[config.mk]
export PLATFORM = sky130hd
export DESIGN_NAME = qdsw_write_port
export DESIGN_NICKNAME = d
export VERILOG_FILES = /design/src/qdsw_pin_sync.v /design/src/qdsw_write_port.v
export VERILOG_INCLUDE_DIRS = /design/src
export SDC_FILE = /design/constraint.sdc
export NUM_CORES = 1
export LEC_CHECK = 0
export ABC_AREA = 1
export BUFFER_PORTS_ARGS = -buffer_cell sky130_fd_sc_hd__buf_2
export CAP_MARGIN = 20
export CORE_ASPECT_RATIO = 1.1
export CORE_MARGIN = 1
export CORE_UTILIZATION = 45
export CTS_BUF_LIST = sky130_fd_sc_hd__clkbuf_8 sky130_fd_sc_hd__clkbuf_16
export DETAILED_ROUTE_END_ITERATION = 6
export PLACE_DENSITY = 0.68
export SLEW_MARGIN = 20
export SYNTH_ARGS = -nofsm -noshare
export SYNTH_HDL_FRONTEND = slang
export SYNTH_HIERARCHICAL = 1
export SYNTH_SLANG_ARGS = --single-unit
[constraint.sdc]
create_clock -name core_clk -period 3.65 [get_ports core_clk]
set_input_delay 0.1825 -clock core_clk [delete_from_list [all_inputs] [get_ports core_clk]]
set_output_delay 0.1825 -clock core_clk [all_outputs]
set_load 0.01 [all_outputs]
[src/qdsw_defines.vh]
// Constants for the serial write port of the four-channel converter.
// Assumes inclusion by every design file that needs widths or stage counts.
`ifndef QDSW_DEFINES_VH
`define QDSW_DEFINES_VH
`define QDSW_WORD_W 24
`define QDSW_CNT_W 5
`define QDSW_LAST_BIT 5'h17
`define QDSW_CNT_ONE 5'h01
`define QDSW_PIN_N 4'h7
`define QDSW_PIN_RST 7'h09
`define QDSW_PIN_SYNC 3'h0
`define QDSW_PIN_SCLK 3'h1
`define QDSW_PIN_DATA 3'h2
`define QDSW_PIN_EN 3'h3
`define QDSW_PIN_A0 3'h4
`define QDSW_PIN_A1 3'h5
`define QDSW_PIN_LD 3'h6
`define QDSW_SYNC_W 3
`define QDSW_ADDR_W 2
`define QDSW_PEND_RST 24'h000000
`define QDSW_ST_IDLE 2'h0
`define QDSW_ST_SHIFT 2'h1
`define QDSW_ST_DONE 2'h2
`endif

[src/qdsw_pin_sync.v]
// Three-stage synchroniser with agreement filter for one asynchronous pin.
// Assumes the pin is free-running relative to core_clk; output is a clean level.
`timescale 1ns/1ns
`include "qdsw_defines.vh"
module qdsw_pin_sync #(
   parameter RESET_LEVEL = 1'b0
) (
   input wire core_clk,
   input wire rst_b,
   input wire pinIn,
   output reg levelOut
);
   reg stage1_reg;
   reg stage2_reg;
   reg stage3_reg;

   // The filtered level changes only once the second and third stages agree.
   always @(posedge core_clk or negedge rst_b) begin
      if (!rst_b) begin
         stage1_reg <= RESET_LEVEL;
         stage2_reg <= RESET_LEVEL;
         stage3_reg <= RESET_LEVEL;
         levelOut <= RESET_LEVEL;
      end else begin
         stage1_reg <= pinIn;
         stage2_reg <= stage1_reg;
         stage3_reg <= stage2_reg;
         if (stage2_reg == stage3_reg) begin
            levelOut <= stage3_reg;
         end
      end
   end
endmodule // qdsw_pin_sync

[src/qdsw_write_port.v]
// Serial write front end: frame sync, serial clock and data into a 24-bit word.
// Assumes all pins are asynchronous to core_clk and the serial clock is much slower.
// Assumes the host keeps its own pin timing; none of it is checked here.
// Assumes downstream command logic decodes the word and routes it to a channel.
// Assumes each serial clock level lasts several core clocks so the filter sees it.
`timescale 1ns/1ns
`include "qdsw_defines.vh"
module qdsw_write_port (
   input wire core_clk,
   input wire rst_b,
   input wire frameSync_b,
   input wire serialClk,
   input wire serialData,
   input wire portEnable_b,
   input wire addr_select_0,
   input wire addr_select_1,
   input wire load_all_strobe,
   output reg [`QDSW_WORD_W-1:0] wordOut,
   output reg wordValid,
   output reg [`QDSW_WORD_W-1:0] channelLoadWord,
   output reg channelLoad,
   output reg frameAbort,
   output reg [`QDSW_ADDR_W-1:0] deviceAddr
);
   wire syncLevel;
   wire sclkLevel;
   wire dataLevel;
   wire enLevel;
   wire addr0Level;
   wire addr1Level;
   wire ldLevel;
   wire [`QDSW_PIN_N-1:0] pinRaw;
   wire [`QDSW_PIN_N-1:0] pinLevel;
   // Frame sync and port enable rest high, so their synchronisers start high.
   localparam [`QDSW_PIN_N-1:0] PIN_RST = `QDSW_PIN_RST;
   genvar pinIdx;

   assign pinRaw[`QDSW_PIN_SYNC] = frameSync_b;
   assign pinRaw[`QDSW_PIN_SCLK] = serialClk;
   assign pinRaw[`QDSW_PIN_DATA] = serialData;
   assign pinRaw[`QDSW_PIN_EN] = portEnable_b;
   assign pinRaw[`QDSW_PIN_A0] = addr_select_0;
   assign pinRaw[`QDSW_PIN_A1] = addr_select_1;
   assign pinRaw[`QDSW_PIN_LD] = load_all_strobe;

   // Every pin is asynchronous to core_clk, so each has its own filtered synchroniser.
   generate
      for (pinIdx = 0; pinIdx < `QDSW_PIN_N; pinIdx = pinIdx + 1) begin : g_pin
         qdsw_pin_sync #(
            .RESET_LEVEL(PIN_RST[pinIdx])
         ) i_qdsw_pin_sync (
            .core_clk(core_clk),
            .rst_b(rst_b),
            .pinIn(pinRaw[pinIdx]),
            .levelOut(pinLevel[pinIdx])
         );
      end
   endgenerate

   assign syncLevel = pinLevel[`QDSW_PIN_SYNC];
   assign sclkLevel = pinLevel[`QDSW_PIN_SCLK];
   assign dataLevel = pinLevel[`QDSW_PIN_DATA];
   assign enLevel = pinLevel[`QDSW_PIN_EN];
   assign addr0Level = pinLevel[`QDSW_PIN_A0];
   assign addr1Level = pinLevel[`QDSW_PIN_A1];
   assign ldLevel = pinLevel[`QDSW_PIN_LD];

   // Edge history, frame control state and the values they take next.
   reg sclkPrev_reg;
   reg syncPrev_reg;
   reg ldPrev_reg;
   reg [1:0] state_reg;
   reg [1:0] state_next;
   reg [`QDSW_WORD_W-1:0] shift_reg;
   reg [`QDSW_WORD_W-1:0] shift_next;
   reg [`QDSW_CNT_W-1:0] count_reg;
   reg [`QDSW_CNT_W-1:0] count_next;
   reg [`QDSW_WORD_W-1:0] pending_reg;
   reg [`QDSW_WORD_W-1:0] pending_next;
   reg wordDone;
   reg abortNow;

   // Edge detectors compare each filtered level with its copy from one core clock earlier, so they fire in the cycle the level changes.
   wire sclkFall = sclkPrev_reg & ~sclkLevel;
   wire syncFall = syncPrev_reg & ~syncLevel;
   wire syncRise = ~syncPrev_reg & syncLevel;
   wire ldRise = ~ldPrev_reg & ldLevel;
   // Frame sync counts only while the port is connected.
   wire portOn = ~enLevel;

   // Frame control: idle until frame sync falls with the port connected, then one bit
   // per serial clock fall; the last bit completes the word, and the block then waits
   // for frame sync to rise before it can arm again.
   always @* begin
      state_next = state_reg;
      shift_next = shift_reg;
      count_next = count_reg;
      pending_next = pending_reg;
      wordDone = 1'b0;
      abortNow = 1'b0;
      case (state_reg)
         `QDSW_ST_IDLE: begin
            // A frame sync fall while the port is off is dropped, not remembered.
            if (syncFall && portOn) begin
               state_next = `QDSW_ST_SHIFT;
               count_next = {`QDSW_CNT_W{1'b0}};
            end
         end
         `QDSW_ST_SHIFT: begin
            // Frame sync or port enable rising before the last bit drops the frame.
            if (syncLevel || !portOn) begin
               state_next = `QDSW_ST_IDLE;
               abortNow = 1'b1;
            end else if (sclkFall) begin
               // The word arrives most significant bit first.
               shift_next = {shift_reg[`QDSW_WORD_W-2:0], dataLevel};
               if (count_reg == `QDSW_LAST_BIT) begin
                  state_next = `QDSW_ST_DONE;
                  wordDone = 1'b1;
                  pending_next = {shift_reg[`QDSW_WORD_W-2:0], dataLevel};
               end else begin
                  count_next = count_reg + `QDSW_CNT_ONE;
               end
            end
         end
         `QDSW_ST_DONE: begin
            // Extra serial clocks are ignored until frame sync rises.
            if (syncRise || !portOn) begin
               state_next = `QDSW_ST_IDLE;
            end
         end
         default: begin
            state_next = `QDSW_ST_IDLE;
         end
      endcase
   end

   // Edge history of the filtered pins.
   // Reset values equal the synchroniser reset levels, so no false edge follows reset.
   always @(posedge core_clk or negedge rst_b) begin
      if (!rst_b) begin
         sclkPrev_reg <= 1'b0;
         syncPrev_reg <= 1'b1;
         ldPrev_reg <= 1'b0;
      end else begin
         sclkPrev_reg <= sclkLevel;
         syncPrev_reg <= syncLevel;
         ldPrev_reg <= ldLevel;
      end
   end

   // Frame state, shifter, bit counter and the word waiting for the load strobe.
   always @(posedge core_clk or negedge rst_b) begin
      if (!rst_b) begin
         state_reg <= `QDSW_ST_IDLE;
         shift_reg <= `QDSW_PEND_RST;
         count_reg <= {`QDSW_CNT_W{1'b0}};
         pending_reg <= `QDSW_PEND_RST;
      end else begin
         state_reg <= state_next;
         shift_reg <= shift_next;
         count_reg <= count_next;
         pending_reg <= pending_next;
      end
   end

   // Received-word outputs; the word register holds until the next complete frame.
   always @(posedge core_clk or negedge rst_b) begin
      if (!rst_b) begin
         wordOut <= `QDSW_PEND_RST;
         wordValid <= 1'b0;
         frameAbort <= 1'b0;
      end else begin
         wordValid <= wordDone;
         frameAbort <= abortNow;
         if (wordDone) begin
            wordOut <= pending_next;
         end
      end
   end

   // Load outputs; a strobe with no new word reloads the word already pending.
   always @(posedge core_clk or negedge rst_b) begin
      if (!rst_b) begin
         channelLoadWord <= `QDSW_PEND_RST;
         channelLoad <= 1'b0;
      end else begin
         channelLoad <= ldRise;
         if (ldRise) begin
            channelLoadWord <= pending_reg;
         end
      end
   end

   // Device address follows the filtered address-select pins.
   always @(posedge core_clk or negedge rst_b) begin
      if (!rst_b) begin
         deviceAddr <= {`QDSW_ADDR_W{1'b0}};
      end else begin
         deviceAddr <= {addr1Level, addr0Level};
      end
   end
endmodule // qdsw_write_port

# --- Yosys cells after proc, flatten, opt, wreduce, memory -nomap -nowiden ---
# Cells that the tools add are included.
word_totals:
  input_bits: 9
  elab_cells: 98
  ff_bits: 138
  output_inout_bits: 53
classes:
  reduce_logical: 8
  addsub: 1
  muxes: 21
  eq_ne: 17
  n_bitwise: 10
ops:
  columns: ["operator", "count"]
  rows:
  - ["24-bit two-way mux", 4]
  - ["5-bit two-way mux", 4]
  - ["2-bit two-way mux", 5]
  - ["2-bit != test (second input constant)", 5]
  - ["5-bit one-hot mux with 2 select lines", 1]
  - ["1-bit equality test", 7]
  - ["1-bit two-way mux", 6]
  - ["3-bit != test (second input constant)", 2]
  - ["1-bit inverter", 6]
  - ["2-bit one-hot mux with 3 select lines", 1]
  - ["5-bit by 1-bit adder with 5-bit output (second input constant)", 1]
  - ["5-bit equality test (second input constant)", 1]
  - ["5-bit AND reduction", 1]
  - ["1-bit AND", 4]
  - ["4-bit AND reduction", 1]
  - ["3-bit AND reduction", 1]
  - ["2-bit by 1-bit equality test with 1-bit output (second input constant)", 1]
  - ["2-bit equality test (second input constant)", 1]
  - ["2-bit zero test", 1]
  - ["1-bit logical OR", 2]
  - ["2-bit nonzero test", 1]
  - ["1-bit logical AND", 1]

# --- Depth between registers and ports, before layout ---
depth:
  word_depth: 5
  ltp_mapped: 9
  mapped_depth_nobuf: 9

# --- Cells and area by module ---
# Netlist, hierarchy kept.
modules_own_cells:
  columns: ["mod", "seq_area_each_um2", "area_per_inst_um2", "cells_per_inst", "n_inst"]
  rows:
  - ["qdsw_write_port", 2753.9, 4259.1, 443, 1]
  - ["qdsw_pin_sync at g_pin[1].i_qdsw_pin_sync ...", 100.1, 116.4, 8, 5]
  - ["qdsw_pin_sync at g_pin[0].i_qdsw_pin_sync ...", 105.1, 121.4, 8, 2]

# --- Worst setup path before layout ---
# OpenSTA, ideal clock, no wires.
synth_path:
  kind: "register to register"
  from: "register count_reg[0]"
  to: "register wordOut[13]"
  stages_incl_launch_ff: 10
  setup_time_ps: 66
  t_arrival_ps: 1313
  path_slack_ps: 2272
  period_less_slack_ps: 1378
  n_path_buf: 1
  t_required_ps: 3584
  path_cell_list: "dfrtp_1 -> ha_1 -> nand2_1 -> inv_2 -> nand2_4 -> inv_2 -> nand2_2 -> buf_2 -> nand2_1 -> nand2_1"
synth_between:
  elab_chain_len: 5
  elab_cells_between_ends: 9
  classes_between: "eq/ne (1); mux (8)"
synth_lines:
  columns: ["item", "line", "rtl"]
  rows:
  - ["from (decl)", "qdsw_write_port.v:76", "reg [`QDSW_CNT_W-1:0] count_reg;"]
  - ["from (signal assigned)", "qdsw_write_port.v:157", "count_reg <= {`QDSW_CNT_W{1'b0}};"]
  - ["from (signal assigned)", "qdsw_write_port.v:162", "count_reg <= count_next;"]
  - ["5-bit equality test (no line) (*)", null, null]
  - ["24-bit two-way mux / 1-bit two-way mux (equally long branches)", "qdsw_write_port.v:117", "if (count_reg == `QDSW_LAST_BIT) begin"]
  - ["24-bit two-way mux / 1-bit two-way mux (equally long branches)", "qdsw_write_port.v:114", "end else if (sclkFall) begin"]
  - ["24-bit two-way mux / 1-bit two-way mux (equally long branches)", "qdsw_write_port.v:111", "if (syncLevel || !portOn) begin"]
  - ["24-bit two-way mux / 1-bit two-way mux (equally long branches)", "qdsw_write_port.v:101", "case (state_reg)"]
  - ["to (signal assigned)", "qdsw_write_port.v:170", "wordOut <= `QDSW_PEND_RST;"]
  - ["to (signal assigned)", "qdsw_write_port.v:177", "wordOut <= pending_next;"]
  - ["to (decl)", "qdsw_write_port.v:18", "output reg [`QDSW_WORD_W-1:0] wordOut,"]
# Mark *: on every way between the ends. The rest lies on a longest branch, timed or not.
# A chain may end at the register's enable or synchronous reset.

# --- Worst setup path after layout ---
layout_path:
  from: "register count_reg[0]"
  to: "register wordOut[3]"
# Same word-level chain as after synthesis.

==> run summary <==
status - finished clean
TNS Setup - 0 ns
Max-Cap Viols - 0
vias post-DR - 3,491
initial DRC count - 165
Die Ht - 113 um
CP max FO - 25
Net Sw Power - 0.811 mW
vias in the first global route - 3,394
Crit Path Class - reg -> reg
final setup margin - 1.68 ns
VDD IR max - 260 uV
Hold Path Class - reg -> reg
P&R area growth vs syn - 20.9%
power per cell area - 566 nW/um^2
clock skew - 0.00784 ns
cell mode on critical path - nand2_1
Leakage - 3.35 nW
Max Clk Rate - 508 MHz
Worst setup EP type - flip-flop
endpoints failing hold - 0
Comb pwr share - 6.2%
Initial Util - 46.4%
#FFs+latches synth - 138
R2R Path End - wordOut[3]$_DFFE_PN0P_
Pre-antenna DRT Iters - 5
# nets final - 583
syn_area_per_cell - 10.2 um^2
fraction of layout cells with a size suffix above 1 - 19.8%
Placer Congestion - 0.774
slew margin rel. - 53.8%
Hold Crit Endpoint - g_pin[1].i_qdsw_pin_sync/stage2_reg$_DFF_PN0_
Worst path slowest cell - dfrtp_1
measured slew at the worst slew-check pin - 0.693 ns
critical path startpoint category - flip-flop
Sink Count - 138
# IOs - 62
Sequential Power Share - 47.0%
ANT cells - 0
Cell Area, Synth - 5080 um^2
Fill cells - 959
die area - 11,700 um^2
critical path arrival - 2.26 ns
worst-skew pair later-pin latency - 0.41 ns
max incr delay on CP - 0.42 ns
Tmin final - 1.97 ns
HP Start - g_pin[1].i_qdsw_pin_sync/stage1_reg$_DFF_PN0_
vias per cell - 4.77
first-pass GRT wire length - 15,800 um
Worst R2R Path Depth - 8
initial antenna violation count - 0
Core ar. - 11,000 um^2
largest net degree at the start of global routing - 79
WL final - 9100 um
post-synthesis sequential area ratio - 68.2%
maximum clock insertion buffer count - 2
CTS tree - done
root buf cell - clkbuf_16
internal power - 2.67 mW
R2R setup slack - 1.68 ns
Final setup viols - 0
PortBufs - 61
Final Cycle Share - 53.9%
Final Cell Area - 6140 um^2
Worst-path clk slew - 0.06 ns
switching share of total power - 23.3%
dpl cell area - 5500 um^2
Yosys cell types - 23
reg-to-reg startpoint - count_reg[0]$_DFFE_PN0P_
final hold slack - 0.347 ns
DRC viols - 0
Yosys warnings - 6
required time of the critical path - 3.94 ns
Die W - 103 um
grt ovf - 0
post-DP HPWL - 5870 um
gr usage total - 17.7%
critical path, cell by cell - ha_1 > nand2_1 > inv_2 > nand2_4 > inv_2 > nand2_2 > nand2_1 > nand2_1
Setup WS pre-CTS - 1.66 ns
post-synthesis net count - 509
Pins Over Slew Limit - 0
Clock Power Share - 46.9%
CTS H-tree lvls - 4
worst hold stages - 0
# Post-CTS Setup Buffers - 0
post-synthesis cell count - 499
row cnt - 40
RSZ-0062 raised after global routing - false
drt wl/cell - 12.4 um
Post-DRT Antenna Nets - 0
CTS Buf Count - 17
## power by group through the flow
stage,Sequential (mW),Combinational [mW],Clock [mW]
2_1_floorplan,1.65,0.135,0
3_3_place_gp,1.66,0.201,0
3_5_place_dp,1.66,0.211,0
4_1_cts,1.63,0.219,1.66
5_1_grt,1.64,0.250,1.74
6_report,1.63,0.214,1.63
## critical path: cells and delay by family (launching register included)
kind,cells,cell delay [ns]
simple gates,5,0.78
buf+inv,2,0.45
fa+ha+maj,1,0.20
flops,1,0.42
## layer usage
metal / vias up / part of all wire (%) / GRT usage, %
li1: 1713 / - / -
met2: 73 / 49 / 27.5
met3: 16 / 3.8 / 4.90
met1: 1689 / 46 / 23.2
met4: 0 / 1.6 / 7.70
met5: - / 0 / 0
## per-stage QoR
| stage | power [mW] | utilization (%) | cells |
|---|---|---|---|
| floorplan | 1.79 | - | 499 |
| global placement | 1.86 | 50.0 | 692 |
| detailed placement | 1.87 | 50.1 | 693 |
| CTS | 3.52 | 56.1 | 732 |
| global route | 3.63 | 56.1 | 732 |
| finish | 3.48 | 56.1 | 732 |
## kinds of logic after synthesis
family,synth area share [%]
buf+inv,6.15
simple gates,18.9
flops,68.2
fa+ha+maj,0.246
compound gates,6.55
## synth_stat cells, drive strengths merged
| cell type | n | area, um^2 |
|---|---|---|
| nand4 | 3 | 18.8 |
| o21bai | 5 | 37.5 |
| clkbuf | 3 | 11.3 |
| inv | 51 | 191 |
| dfrtp | 129 | 3230 |
| nor3 | 1 | 5.00 |
| o21ai | 52 | 260 |
| nand2 | 172 | 666 |
| nand3 | 27 | 135 |
| nor2 | 24 | 136 |
| dfstp | 9 | 236 |
| buf | 15 | 110 |
| ha | 1 | 12.5 |
| a21oi | 7 | 35.0 |
## layout by cell type, fill, tap and decap left out, drive strengths merged, types with 2 or more instances in the layout
master / count
a21oi: 7
buf: 65
bufinv: 2
clkbuf: 18
clkinv: 7
dfrtp: 129
dfstp: 9
dlygate4sd3: 8
inv: 54
nand2: 172
nand3: 27
nand4: 3
nor2: 24
o21ai: 52
o21bai: 5
## timing repair
item / in CTS / in global routing
resized for setup: 0 / 0
hold endpoints to repair: 74 / 0
hold buffers: 8 / 0
## worst max-delay path by stage
stage | cells after the start | to | from
finish | 8 | wordOut[3]$_DFFE_PN0P_ | count_reg[0]$_DFFE_PN0P_
global route | 8 | wordOut[3]$_DFFE_PN0P_ | count_reg[0]$_DFFE_PN0P_
global placement | 8 | wordOut[1]$_DFFE_PN0P_ | count_reg[0]$_DFFE_PN0P_
floorplan | 9 | wordOut[13]$_DFFE_PN0P_ | count_reg[0]$_DFFE_PN0P_
CTS | 8 | wordOut[3]$_DFFE_PN0P_ | count_reg[0]$_DFFE_PN0P_
detailed placement | 8 | wordOut[19]$_DFFE_PN0P_ | count_reg[0]$_DFFE_PN0P_
## layout make-up
cell class	instances	area, um^2	share of cell area (%)
timing repair buffer	73	429	6.98
inverter	51	191	3.12
sequential	138	3460	56.4
multi-input combinational	292	1310	21.3
clock buffer	18	439	7.15
clock inverter	13	130	2.12
tap	147	184	2.99
No activity file was read; power rests on OpenSTA's default activity.
